<file path="src/common/pcs_autoneg_mgmt_regs.svh">
// Register addresses, field positions, reset values and line codes of the management block.
`ifndef PCS_AUTONEG_MGMT_REGS_SVH
`define PCS_AUTONEG_MGMT_REGS_SVH

`define REG_NP_RX 5'h08
`define REG_EXT_STATUS 5'h0f
`define REG_AN_INTR 5'h10
`define REG_LOOP_POS 5'h11

`define NP_NEXT_BIT 15
`define NP_ACK_BIT 14
`define NP_MSG_BIT 13
`define NP_ACK2_BIT 12
`define NP_TOGGLE_BIT 11
`define NP_CODE_MSB 10
`define NP_RX_RESET 16'h0000

`define EXT_STATUS_VALUE 16'h8000

`define INTR_EN_BIT 0
`define INTR_STAT_BIT 1
`define INTR_EN_RESET 1'b1
`define INTR_STAT_RESET 1'b0
`define LOOP_POS_BIT 0
`define LOOP_POS_RESET 1'b0

`define MDIO_OP_READ 2'h2
`define MDIO_OP_WRITE 2'h1
`define MDIO_CNT_FIRST 5'h01
`define MDIO_CNT_ST1 5'h01
`define MDIO_CNT_HDR_END 5'h0d
`define MDIO_CNT_TA1 5'h0e
`define MDIO_CNT_TA2 5'h0f
`define MDIO_CNT_LAST 5'h1f

`define CODE_K28_5 8'hbc
`define CODE_D16_2 8'h50

`endif

</file>
<file path="src/common/pcs_autoneg_mgmt_pkg.sv">
// Types shared by the management register block.
`default_nettype none
package pcs_autoneg_mgmt_pkg;
  typedef enum logic [2:0] {
    MD_IDLE,
    MD_HEAD,
    MD_READ,
    MD_WRITE,
    MD_SKIP
  } mdio_state_t;

  typedef logic [15:0] reg_word_t;
endpackage : pcs_autoneg_mgmt_pkg
`default_nettype wire

</file>
<file path="src/common/loop_ctl_if.sv">
// Loopback control passed from the register block to the idle stream generator.
`default_nettype none
interface loop_ctl_if;
  logic loopActive;
  logic loopInXcvr;

  modport ctl (output loopActive, output loopInXcvr);
  modport gen (input loopActive, input loopInXcvr);
endinterface : loop_ctl_if
`default_nettype wire

</file>
<file path="src/hw/pcs_autoneg_mgmt_regs.sv">
// Next page receive, extended status, interrupt and loopback registers with their MDIO slave.
`include "pcs_autoneg_mgmt_regs.svh"
`default_nettype none
// Function
// RULE_01: Next page receive bit 15 is read-only: 1 more pages follow, 0 last page.
// RULE_02: Next page receive bit 14 is a read-only acknowledge set on page reception.
// RULE_03: Bits 10:0 hold the received code, reset zero; bit 13 selects its meaning.
// RULE_04: Next page receive bit 12 is read-only: partner can comply with message.
// RULE_05: Next page receive bit 11 is a read-only toggle, resets to zero.
// RULE_06: Extended status bit 15 always reads 1; writes do nothing.
// RULE_07: Extended status bits 14 to 0 always read zero.
// RULE_08: With interrupt enabled, status bit 1 sets on each auto-negotiation completion.
// RULE_09: The status bit stays set until the station writes 0 to it.
// RULE_10: With interrupt disabled the status bit is forced to 0; it resets to 0.
// RULE_11: Interrupt control bit 0 is a read/write enable resetting to 1; upper bits zero.
// RULE_12: Loopback position bit 0 is read/write, reset 0: 0 before, 1 inside transceiver.
// RULE_13: The position bit only picks the place; loopback on/off comes from outside.
// RULE_14: While loopback is active a continuous Idle stream goes to the transceiver.
// RULE_15: Registers sit at MDIO addresses 8, 15, 16, 17, valid only in serial PHY mode.
// RULE_16: Writes to read-only, constant or reserved bits are ignored.
module pcs_autoneg_mgmt_regs (
  input wire logic clk,
  input wire logic rst,
  input wire logic clkEn,
  input wire logic mdc,
  input wire logic mdioIn,
  output logic mdioOut,
  output logic mdioOeN,
  input wire logic [4:0] phyAddr,
  input wire logic sgmiiMode,
  input wire logic pageRxValid,
  input wire logic pageRxNext,
  input wire logic pageRxAck,
  input wire logic pageRxMsg,
  input wire logic pageRxAck2,
  input wire logic pageRxToggle,
  input wire logic [10:0] pageRxCode,
  input wire logic anComplete,
  input wire logic loopbackEn,
  output logic loopbackPosition,
  output logic anIntrStatus,
  input wire logic [7:0] txDataIn,
  input wire logic txIsKIn,
  output logic [7:0] txData,
  output logic txIsK,
  output logic [7:0] rxLoopData,
  output logic rxLoopIsK,
  output logic xcvrLoopback
);
  logic [1:0] pinSync;
  logic mdcS;
  logic mdioS;
  logic mdcPrev_r;
  logic mdcPrev_nxt;
  logic mdcRise;

  pcs_autoneg_mgmt_pkg::mdio_state_t state_r;
  pcs_autoneg_mgmt_pkg::mdio_state_t state_nxt;
  logic [4:0] bitCnt_r;
  logic [4:0] bitCnt_nxt;
  logic seenOne_r;
  logic seenOne_nxt;
  logic [10:0] hdr_r;
  logic [10:0] hdr_nxt;
  logic [11:0] hdrFull;
  logic [15:0] shift_r;
  logic [15:0] shift_nxt;
  logic [4:0] regAddr_r;
  logic [4:0] regAddr_nxt;
  logic mdioOut_nxt;
  logic mdioOeN_nxt;
  logic wrValid_r;
  logic wrValid_nxt;
  logic [4:0] wrAddr_r;
  logic [4:0] wrAddr_nxt;
  logic [15:0] wrData_r;
  logic [15:0] wrData_nxt;

  pcs_autoneg_mgmt_pkg::reg_word_t npRx_r;
  pcs_autoneg_mgmt_pkg::reg_word_t npRx_nxt;
  logic intrEn_r;
  logic intrEn_nxt;
  logic intrStat_r;
  logic intrStat_nxt;
  logic loopPos_r;
  logic loopPos_nxt;

  loop_ctl_if loopCtl ();

  pin_sync #(
    .W(2)
  ) u_pin_sync (
    .clk(clk),
    .rst(rst),
    .clkEn(clkEn),
    .din({mdc, mdioIn}),
    .dout(pinSync)
  );

  assign mdcS = pinSync[1];
  assign mdioS = pinSync[0];

  // Read view of the four registers; other addresses of this PHY read as zero.
  function automatic pcs_autoneg_mgmt_pkg::reg_word_t readValue(
    input logic [4:0] addr,
    input pcs_autoneg_mgmt_pkg::reg_word_t npRx,
    input logic en,
    input logic stat,
    input logic pos
  );
    pcs_autoneg_mgmt_pkg::reg_word_t v;
    v = 16'h0000;
    case (addr)
      `REG_NP_RX: begin
        v = npRx; // RULE_15
      end
      `REG_EXT_STATUS: begin
        v = `EXT_STATUS_VALUE; // RULE_06 RULE_07
      end
      `REG_AN_INTR: begin
        v[`INTR_EN_BIT] = en; // RULE_11
        v[`INTR_STAT_BIT] = stat;
      end
      `REG_LOOP_POS: begin
        v[`LOOP_POS_BIT] = pos; // RULE_12
      end
      default: begin
        v = 16'h0000;
      end
    endcase
    return v;
  endfunction : readValue

  assign mdcRise = mdcS && !mdcPrev_r;
  assign hdrFull = {hdr_r, mdioS};

  // MDIO frame decoder, stepping once per rising edge of the management clock.
  always_comb begin
    mdcPrev_nxt = mdcS;
    state_nxt = state_r;
    bitCnt_nxt = bitCnt_r;
    seenOne_nxt = seenOne_r;
    hdr_nxt = hdr_r;
    shift_nxt = shift_r;
    regAddr_nxt = regAddr_r;
    mdioOut_nxt = mdioOut;
    mdioOeN_nxt = mdioOeN;
    wrValid_nxt = 1'b0;
    wrAddr_nxt = wrAddr_r;
    wrData_nxt = wrData_r;
    if (mdcRise) begin
      bitCnt_nxt = bitCnt_r + `MDIO_CNT_FIRST;
      case (state_r)
        pcs_autoneg_mgmt_pkg::MD_IDLE: begin
          mdioOeN_nxt = 1'b1;
          if (mdioS) begin
            seenOne_nxt = 1'b1;
          end else if (seenOne_r) begin
            seenOne_nxt = 1'b0;
            bitCnt_nxt = `MDIO_CNT_FIRST;
            state_nxt = pcs_autoneg_mgmt_pkg::MD_HEAD;
          end
        end
        pcs_autoneg_mgmt_pkg::MD_HEAD: begin
          hdr_nxt = hdrFull[10:0];
          if (bitCnt_r == `MDIO_CNT_ST1 && !mdioS) begin
            state_nxt = pcs_autoneg_mgmt_pkg::MD_IDLE;
          end else if (bitCnt_r == `MDIO_CNT_HDR_END) begin
            regAddr_nxt = hdrFull[4:0];
            if (!sgmiiMode || hdrFull[9:5] != phyAddr) begin
              state_nxt = pcs_autoneg_mgmt_pkg::MD_SKIP; // RULE_15
            end else if (hdrFull[11:10] == `MDIO_OP_READ) begin
              state_nxt = pcs_autoneg_mgmt_pkg::MD_READ;
              shift_nxt = readValue(hdrFull[4:0], npRx_r, intrEn_r, intrStat_r, loopPos_r);
            end else if (hdrFull[11:10] == `MDIO_OP_WRITE) begin
              state_nxt = pcs_autoneg_mgmt_pkg::MD_WRITE;
            end else begin
              state_nxt = pcs_autoneg_mgmt_pkg::MD_SKIP;
            end
          end
        end
        pcs_autoneg_mgmt_pkg::MD_READ: begin
          if (bitCnt_r == `MDIO_CNT_TA1) begin
            mdioOut_nxt = 1'b0;
            mdioOeN_nxt = 1'b0;
          end else if (bitCnt_r == `MDIO_CNT_LAST) begin
            mdioOeN_nxt = 1'b1;
            mdioOut_nxt = 1'b0;
            state_nxt = pcs_autoneg_mgmt_pkg::MD_IDLE;
          end else begin
            mdioOut_nxt = shift_r[15];
            shift_nxt = {shift_r[14:0], 1'b0};
          end
        end
        pcs_autoneg_mgmt_pkg::MD_WRITE: begin
          if (bitCnt_r > `MDIO_CNT_TA2) begin
            shift_nxt = {shift_r[14:0], mdioS};
          end
          if (bitCnt_r == `MDIO_CNT_LAST) begin
            wrValid_nxt = 1'b1;
            wrAddr_nxt = regAddr_r;
            wrData_nxt = {shift_r[14:0], mdioS};
            state_nxt = pcs_autoneg_mgmt_pkg::MD_IDLE;
          end
        end
        pcs_autoneg_mgmt_pkg::MD_SKIP: begin
          if (bitCnt_r == `MDIO_CNT_LAST) begin
            state_nxt = pcs_autoneg_mgmt_pkg::MD_IDLE;
          end
        end
        default: begin
          mdioOeN_nxt = 1'b1;
          state_nxt = pcs_autoneg_mgmt_pkg::MD_IDLE;
        end
      endcase
    end
  end

  always_ff @(posedge clk) begin
    if (rst) begin
      mdcPrev_r <= 1'b0;
      state_r <= pcs_autoneg_mgmt_pkg::MD_IDLE;
      bitCnt_r <= 5'h00;
      seenOne_r <= 1'b0;
      hdr_r <= 11'h000;
      shift_r <= 16'h0000;
      regAddr_r <= 5'h00;
      mdioOut <= 1'b0;
      mdioOeN <= 1'b1;
      wrValid_r <= 1'b0;
      wrAddr_r <= 5'h00;
      wrData_r <= 16'h0000;
    end else if (clkEn) begin
      mdcPrev_r <= mdcPrev_nxt;
      state_r <= state_nxt;
      bitCnt_r <= bitCnt_nxt;
      seenOne_r <= seenOne_nxt;
      hdr_r <= hdr_nxt;
      shift_r <= shift_nxt;
      regAddr_r <= regAddr_nxt;
      mdioOut <= mdioOut_nxt;
      mdioOeN <= mdioOeN_nxt;
      wrValid_r <= wrValid_nxt;
      wrAddr_r <= wrAddr_nxt;
      wrData_r <= wrData_nxt;
    end
  end

  // Register contents; writes touch only the enable, status and position bits.
  always_comb begin
    npRx_nxt = npRx_r;
    if (pageRxValid) begin
      npRx_nxt[`NP_NEXT_BIT] = pageRxNext; // RULE_01
      npRx_nxt[`NP_ACK_BIT] = pageRxAck; // RULE_02
      npRx_nxt[`NP_MSG_BIT] = pageRxMsg; // RULE_03
      npRx_nxt[`NP_ACK2_BIT] = pageRxAck2; // RULE_04
      npRx_nxt[`NP_TOGGLE_BIT] = pageRxToggle; // RULE_05
      npRx_nxt[`NP_CODE_MSB:0] = pageRxCode; // RULE_03
    end

    intrEn_nxt = intrEn_r;
    loopPos_nxt = loopPos_r;
    intrStat_nxt = intrStat_r;
    if (wrValid_r && wrAddr_r == `REG_AN_INTR) begin
      intrEn_nxt = wrData_r[`INTR_EN_BIT]; // RULE_11
      if (!wrData_r[`INTR_STAT_BIT]) begin
        intrStat_nxt = 1'b0; // RULE_09
      end
    end
    if (wrValid_r && wrAddr_r == `REG_LOOP_POS) begin
      loopPos_nxt = wrData_r[`LOOP_POS_BIT]; // RULE_12 RULE_16
    end
    // A completion in the cycle of a clearing write that leaves the enable at 1 still sets the status bit.
    if (anComplete) begin
      intrStat_nxt = 1'b1; // RULE_08
    end
    if (!intrEn_nxt) begin
      intrStat_nxt = 1'b0; // RULE_10
    end
  end

  always_ff @(posedge clk) begin
    if (rst) begin
      npRx_r <= `NP_RX_RESET;
      intrEn_r <= `INTR_EN_RESET;
      intrStat_r <= `INTR_STAT_RESET;
      loopPos_r <= `LOOP_POS_RESET;
    end else if (clkEn) begin
      npRx_r <= npRx_nxt;
      intrEn_r <= intrEn_nxt;
      intrStat_r <= intrStat_nxt;
      loopPos_r <= loopPos_nxt;
    end
  end

  assign loopbackPosition = loopPos_r;
  assign anIntrStatus = intrStat_r;
  assign loopCtl.loopActive = loopbackEn; // RULE_13
  assign loopCtl.loopInXcvr = loopPos_r; // RULE_13

  idle_tx_gen u_idle_tx_gen (
    .clk(clk),
    .rst(rst),
    .clkEn(clkEn),
    .loop(loopCtl),
    .txDataIn(txDataIn),
    .txIsKIn(txIsKIn),
    .txData(txData),
    .txIsK(txIsK),
    .rxLoopData(rxLoopData),
    .rxLoopIsK(rxLoopIsK),
    .xcvrLoopback(xcvrLoopback)
  );
endmodule : pcs_autoneg_mgmt_regs
`default_nettype wire

</file>
<file path="src/hw/pin_sync.sv">
// Three-stage synchroniser whose output follows once the second and third stages agree.
`default_nettype none
module pin_sync #(
  parameter int W = 2
) (
  input wire logic clk,
  input wire logic rst,
  input wire logic clkEn,
  input wire logic [W-1:0] din,
  output logic [W-1:0] dout
);
  logic [W-1:0] s1_r;
  logic [W-1:0] s2_r;
  logic [W-1:0] s3_r;
  logic [W-1:0] dout_nxt;

  genvar i;
  generate
    for (i = 0; i < W; i++) begin : g_bit
      always_comb begin
        dout_nxt[i] = (s2_r[i] == s3_r[i]) ? s3_r[i] : dout[i];
      end
    end
  endgenerate

  always_ff @(posedge clk) begin
    if (rst) begin
      s1_r <= '0;
      s2_r <= '0;
      s3_r <= '0;
      dout <= '0;
    end else if (clkEn) begin
      s1_r <= din;
      s2_r <= s1_r;
      s3_r <= s2_r;
      dout <= dout_nxt;
    end
  end
endmodule : pin_sync
`default_nettype wire

</file>
<file path="src/hw/idle_tx_gen.sv">
// Transmit path that replaces data with Idle ordered sets while loopback is on.
`include "pcs_autoneg_mgmt_regs.svh"
`default_nettype none
module idle_tx_gen (
  input wire logic clk,
  input wire logic rst,
  input wire logic clkEn,
  loop_ctl_if.gen loop,
  input wire logic [7:0] txDataIn,
  input wire logic txIsKIn,
  output logic [7:0] txData,
  output logic txIsK,
  output logic [7:0] rxLoopData,
  output logic rxLoopIsK,
  output logic xcvrLoopback
);
  logic phase_r;
  logic phase_nxt;
  logic [7:0] txData_nxt;
  logic txIsK_nxt;
  logic [7:0] rxLoopData_nxt;
  logic rxLoopIsK_nxt;
  logic xcvrLoopback_nxt;

  // Each Idle is K28.5 followed by D16.2; the pair restarts with K28.5 on entry.
  always_comb begin
    phase_nxt = loop.loopActive ? ~phase_r : 1'b0;
    txData_nxt = txDataIn;
    txIsK_nxt = txIsKIn;
    if (loop.loopActive) begin
      txData_nxt = phase_r ? `CODE_D16_2 : `CODE_K28_5; // RULE_14
      txIsK_nxt = ~phase_r; // RULE_14
    end
    rxLoopData_nxt = (loop.loopActive && !loop.loopInXcvr) ? txDataIn : 8'h00; // RULE_12
    rxLoopIsK_nxt = loop.loopActive && !loop.loopInXcvr && txIsKIn;
    xcvrLoopback_nxt = loop.loopActive && loop.loopInXcvr; // RULE_12
  end

  always_ff @(posedge clk) begin
    if (rst) begin
      phase_r <= 1'b0;
      txData <= 8'h00;
      txIsK <= 1'b0;
      rxLoopData <= 8'h00;
      rxLoopIsK <= 1'b0;
      xcvrLoopback <= 1'b0;
    end else if (clkEn) begin
      phase_r <= phase_nxt;
      txData <= txData_nxt;
      txIsK <= txIsK_nxt;
      rxLoopData <= rxLoopData_nxt;
      rxLoopIsK <= rxLoopIsK_nxt;
      xcvrLoopback <= xcvrLoopback_nxt;
    end
  end
endmodule : idle_tx_gen
`default_nettype wire

</file>
<file path="config.mk">
export PLATFORM = sky130hd
export DESIGN_NAME = pcs_autoneg_mgmt_regs
export DESIGN_NICKNAME = d
export VERILOG_FILES = /design/src/common/pcs_autoneg_mgmt_pkg.sv /design/src/common/loop_ctl_if.sv /design/src/hw/pcs_autoneg_mgmt_regs.sv /design/src/hw/pin_sync.sv /design/src/hw/idle_tx_gen.sv
export VERILOG_INCLUDE_DIRS = /design/src /design/src/common
export SDC_FILE = /design/constraint.sdc
export NUM_CORES = 1
export LEC_CHECK = 0
export ABC_AREA = 1
export ABC_CLOCK_PERIOD_IN_PS = 2500
export BUFFER_PORTS_ARGS = -buffer_cell sky130_fd_sc_hd__buf_2
export CAP_MARGIN = 20
export CORE_ASPECT_RATIO = 2
export CORE_MARGIN = 1
export CORE_UTILIZATION = 45
export CTS_CLUSTER_DIAMETER = 200
export CTS_CLUSTER_SIZE = 8
export DETAILED_ROUTE_END_ITERATION = 8
export HOLD_SLACK_MARGIN = 0.06
export PLACE_DENSITY = 0.65
export SLEW_MARGIN = 25
export SYNTH_ARGS = -nofsm -noshare
export SYNTH_HDL_FRONTEND = slang
export SYNTH_HIERARCHICAL = 1
export SYNTH_SLANG_ARGS = --single-unit
</file>
<file path="constraint.sdc">
create_clock -name clk -period 2.5 [get_ports clk]
set_input_delay 0.125 -clock clk [delete_from_list [all_inputs] [get_ports clk]]
set_output_delay 0.125 -clock clk [all_outputs]
set_load 0.02 [all_outputs]
</file>
==> results.py <==
metrics = {
    "placement": {
        "place.gp.congestion": 0.9044,
        "hpwl_mm": 7.564,
        "io_buffers": 61,
    },
    "cts": {
        "htreeDepth": 3,
        "ctsResizeCount": 0,
        "cts_buffers": 9,
        "cts_tree": "yes",
        "root_buffer": "clkbuf_16",
        "clk_path_buf_depth": 2,
        "clkTransAtPathRegs_ps": 70,
        "cts_setup_buffers": 0,
        "holdBufCountCts": 26,
        "clk_latency_ps": 350,
        "cts_num_sinks": 99,
    },
    "pwr": {
        "ir_drop_mv": 0.4570,
        "p_leak_nw": 2.285,
        "finalPower_w": 0.003199,
        "power_density_nw_per_um2": 595.6,
    },
    "die": {
        "die_h_um": 142.4,
        "io_pins": 62,
        "core_area_um2": 9635,
        "rows": 51,
        "die_x_um": 72.22,
        "dieArea_um2": 10290,
        "start_util_pct": 46.06,
    },
    "min_path": {
        "whs_path_depth": 3,
        "min_from": "pageRxCode[2]",
        "hold_class": "input pin to flop",
        "min_to": "npRx_r[2]",
    },
    "logic_synthesis": {
        "synth_nets": 661,
        "synthCells": 615,
        "yosysSeqAreaShare_pct": 44.66,
        "synth_top_area_share_pct": 44.66,
        "synth.avg_cell_area_um2": 7.216,
        "synth_area_um2": 4438,
        "ys_ff_latch": 99,
        "synth_top_area_cell": "dfxtp_1",
        "yosys-top-cells-area": "dfxtp_1, nor2_1, nand2_1",
        "yosysWarnings": 6,
        "synthDistinctLibCells": 35,
    },
    "cells_and_area": {
        "fill_cells": 961,
        "mostFrequentLayoutCells": "nor2_1, nand2_1, dfxtp_1",
        "area_delta_synth_final_pct": 21.03,
        "nNetsFinal": 742,
        "layout_commonest_cell": "nor2_1",
        "n_antenna_cell": 0,
        "final_layout_size_suffix_gt1_share_pct": 15.83,
    },
    "worst_setup_path": {
        "r2r_slack_ps": 430,
        "crit_type": "flop to flop",
        "worstSetupStartpointType": "flop",
        "cp.arrival_ps": 2300,
        "r2r_start": "bitCnt_r[0]",
        "r2r_end": "wrAddr_r[1]",
        "crit_path_end_kind": "flop",
        "max_stage_delay_ps": 450,
        "critPathRequiredTime_ps": 2730,
        "crit_fanout": 8,
        "cp_slowest_cell": "nor3_2",
        "crit_buf_inv": 3,
        "rr_worst_depth": 9,
        "cp_cell_sequence": "ha_1 -> nand3_1 -> inv_1 -> ha_1 -> inv_1 -> nor3_2 -> inv_2 -> o21ai_1 -> a21oi_1",
        "cp-startpoint": "bitCnt_r[0]",
        "path_delay_family": "simple AND/OR/NAND/NOR gates",
    },
    "global_routing": {
        "grt_pass1_vias": 4040,
        "grt_overflow": 0,
        "grt_max_degree": 54,
        "track_usage_pct": 21.79,
        "antenna_found_initial": 0,
        "grt_pass1_wl_mm": 17.68,
    },
    "timing": {
        "layout_min_cycle_time_ps": 2069,
        "fmax_ghz": 0.4834,
        "finalMaxSlewViolations": 0,
        "rsz0062_at_grt": "no",
        "slew_headroom_pct": 46.68,
        "skew_ps": 8.337,
        "worstMarginPinSlew_ps": 798.6,
        "fin_crit_sh_pct": 82.74,
        "hold_viol": 0,
        "setup_tns_ps": 0,
        "finalSetupViolCount": 0,
    },
    "route": {
        "drt-total-wl_mm": 10.79,
        "drc": 0,
        "drt_first_pass_iters": 4,
        "wl_per_cell_um": 12.96,
        "vias": 4271,
        "antenna_left": 0,
        "via_per_inst": 5.127,
        "drtIter0Drc": 248,
    },
    "flow_run": {
        "maxCapViolCount": 0,
    },
    "status": {
        "outcome": "finished clean",
    },
}
## worst register-to-register path: cells and delay by family, from the launching register on
family | cells | cell delay (ps)
and+or+nand+nor | 2 | 530
AOI/OAI and AO/OA | 2 | 220
buffers and inverters | 3 | 360
DFF | 1 | 430
adders and majority gates | 2 | 420
## per-stage QoR
| stage | hold WS [ps] | instances | cell area, um2 | utilization [%] | worst slack [ps] |
|---|---|---|---|---|---|
| 4_1_cts | 63.12 | 833 | 5371 | 55.75 | 412.3 |
| 3_5_place_dp | 359.8 | 791 | 4832 | 50.15 | 422.2 |
| 2_1_floorplan | 194.1 | 615 | 4438 | - | 708.6 |
| 3_3_place_gp | 345.4 | 791 | 4832 | 50.15 | 512.1 |
| 6_report | 61.15 | 833 | 5371 | 55.75 | 431.4 |
| 5_1_grt | 68.03 | 833 | 5371 | 55.75 | 172.0 |
## where the power goes
part           internal, W  switching, W  total, W
Combinational     0.000105      0.000145  0.000250
Sequential         0.00162     0.0000242   0.00164
Clock             0.000687      0.000619   0.00131
Total              0.00241      0.000788   0.00320
## cells in the mapped netlist
library cell / instances
nor2_1: 113
nand2_1: 111
dfxtp_1: 99
inv_1: 47
nand3_1: 47
a21oi_1: 46
o21ai_0: 29
o21ai_1: 15
a22oi_1: 13
nand4_1: 12
a211oi_1: 11
inv_2: 10
clkbuf_1: 9
buf_2: 7
ha_1: 7
nand2_2: 4
nor3_1: 4
buf_4: 3
nor2_2: 3
nor2_4: 3
nor3_2: 3
a21oi_2: 2
buf_1: 2
buf_6: 2
clkinv_1: 2
o21ai_2: 2
a21o_1: 1
a311oi_1: 1
a31oi_1: 1
nand3_2: 1
nand3_4: 1
nand3b_1: 1
o211ai_1: 1
o21bai_1: 1
xor2_1: 1
## per-layer routing
layer / up-vias / wire length [um] / global-route usage, %
met5: - / 0 / 0
met4: 0 / 372 / 11.35
met3: 26 / 342 / 4.533
met2: 88 / 5757 / 40.04
met1: 1976 / 4321 / 22.44
li1: 2181 / - / -
## worst max-delay path by stage
stage / endpoint / slack [ps] / cells past startpoint
final: wrAddr_r[1] / 430 / 9
after global routing: shift_r[9] / 170 / 13
after CTS: shift_r[7] / 410 / 13
after detailed placement: shift_r[7] / 420 / 13
after global placement: shift_r[7] / 510 / 13
after floorplan: shift_r[10] / 710 / 13
## state kept, by name, indices dropped and copies added (netlist names), 2 cells and up
register                  count
state_r                       3
u_pin_sync/dout               2
regAddr_r                     5
npRx_r                       16
u_idle_tx_gen/rxLoopData      8
bitCnt_r                      5
u_pin_sync/s1_r               2
hdr_r                        11
wrData_r                      2
shift_r                      16
u_pin_sync/s2_r               2
wrAddr_r                      5
u_pin_sync/s3_r               2
u_idle_tx_gen/txData          8
## cell families (layout without fill, tap and decap cells)
| logic type | Yosys count | in the layout | share of synthesized area (%) |
|---|---|---|---|
| AO/OA/AOI/OAI | 123 | 123 | 15.84 |
| adder cells (fa/ha/maj) | 7 | 7 | 1.973 |
| flip-flops | 99 | 99 | 44.66 |
| buffers and inverters | 82 | 168 | 7.725 |
| XOR/XNOR | 1 | 1 | 0.1974 |
| AND/OR/NAND/NOR | 303 | 303 | 29.60 |
## area by class of cell
type / instances / area [um2] / share of cell area (%)
Multi-Input combinational cell: 434 / 2113 / 39.34
Sequential cell: 99 / 1982 / 36.90
Timing Repair Buffer: 93 / 610.6 / 11.37
Clock buffer: 10 / 229.0 / 4.263
Inverter: 59 / 221.5 / 4.123
Tap cell: 132 / 165.2 / 3.075
Clock inverter: 6 / 50.05 / 0.9317
(Power assumes the default switching activity.)
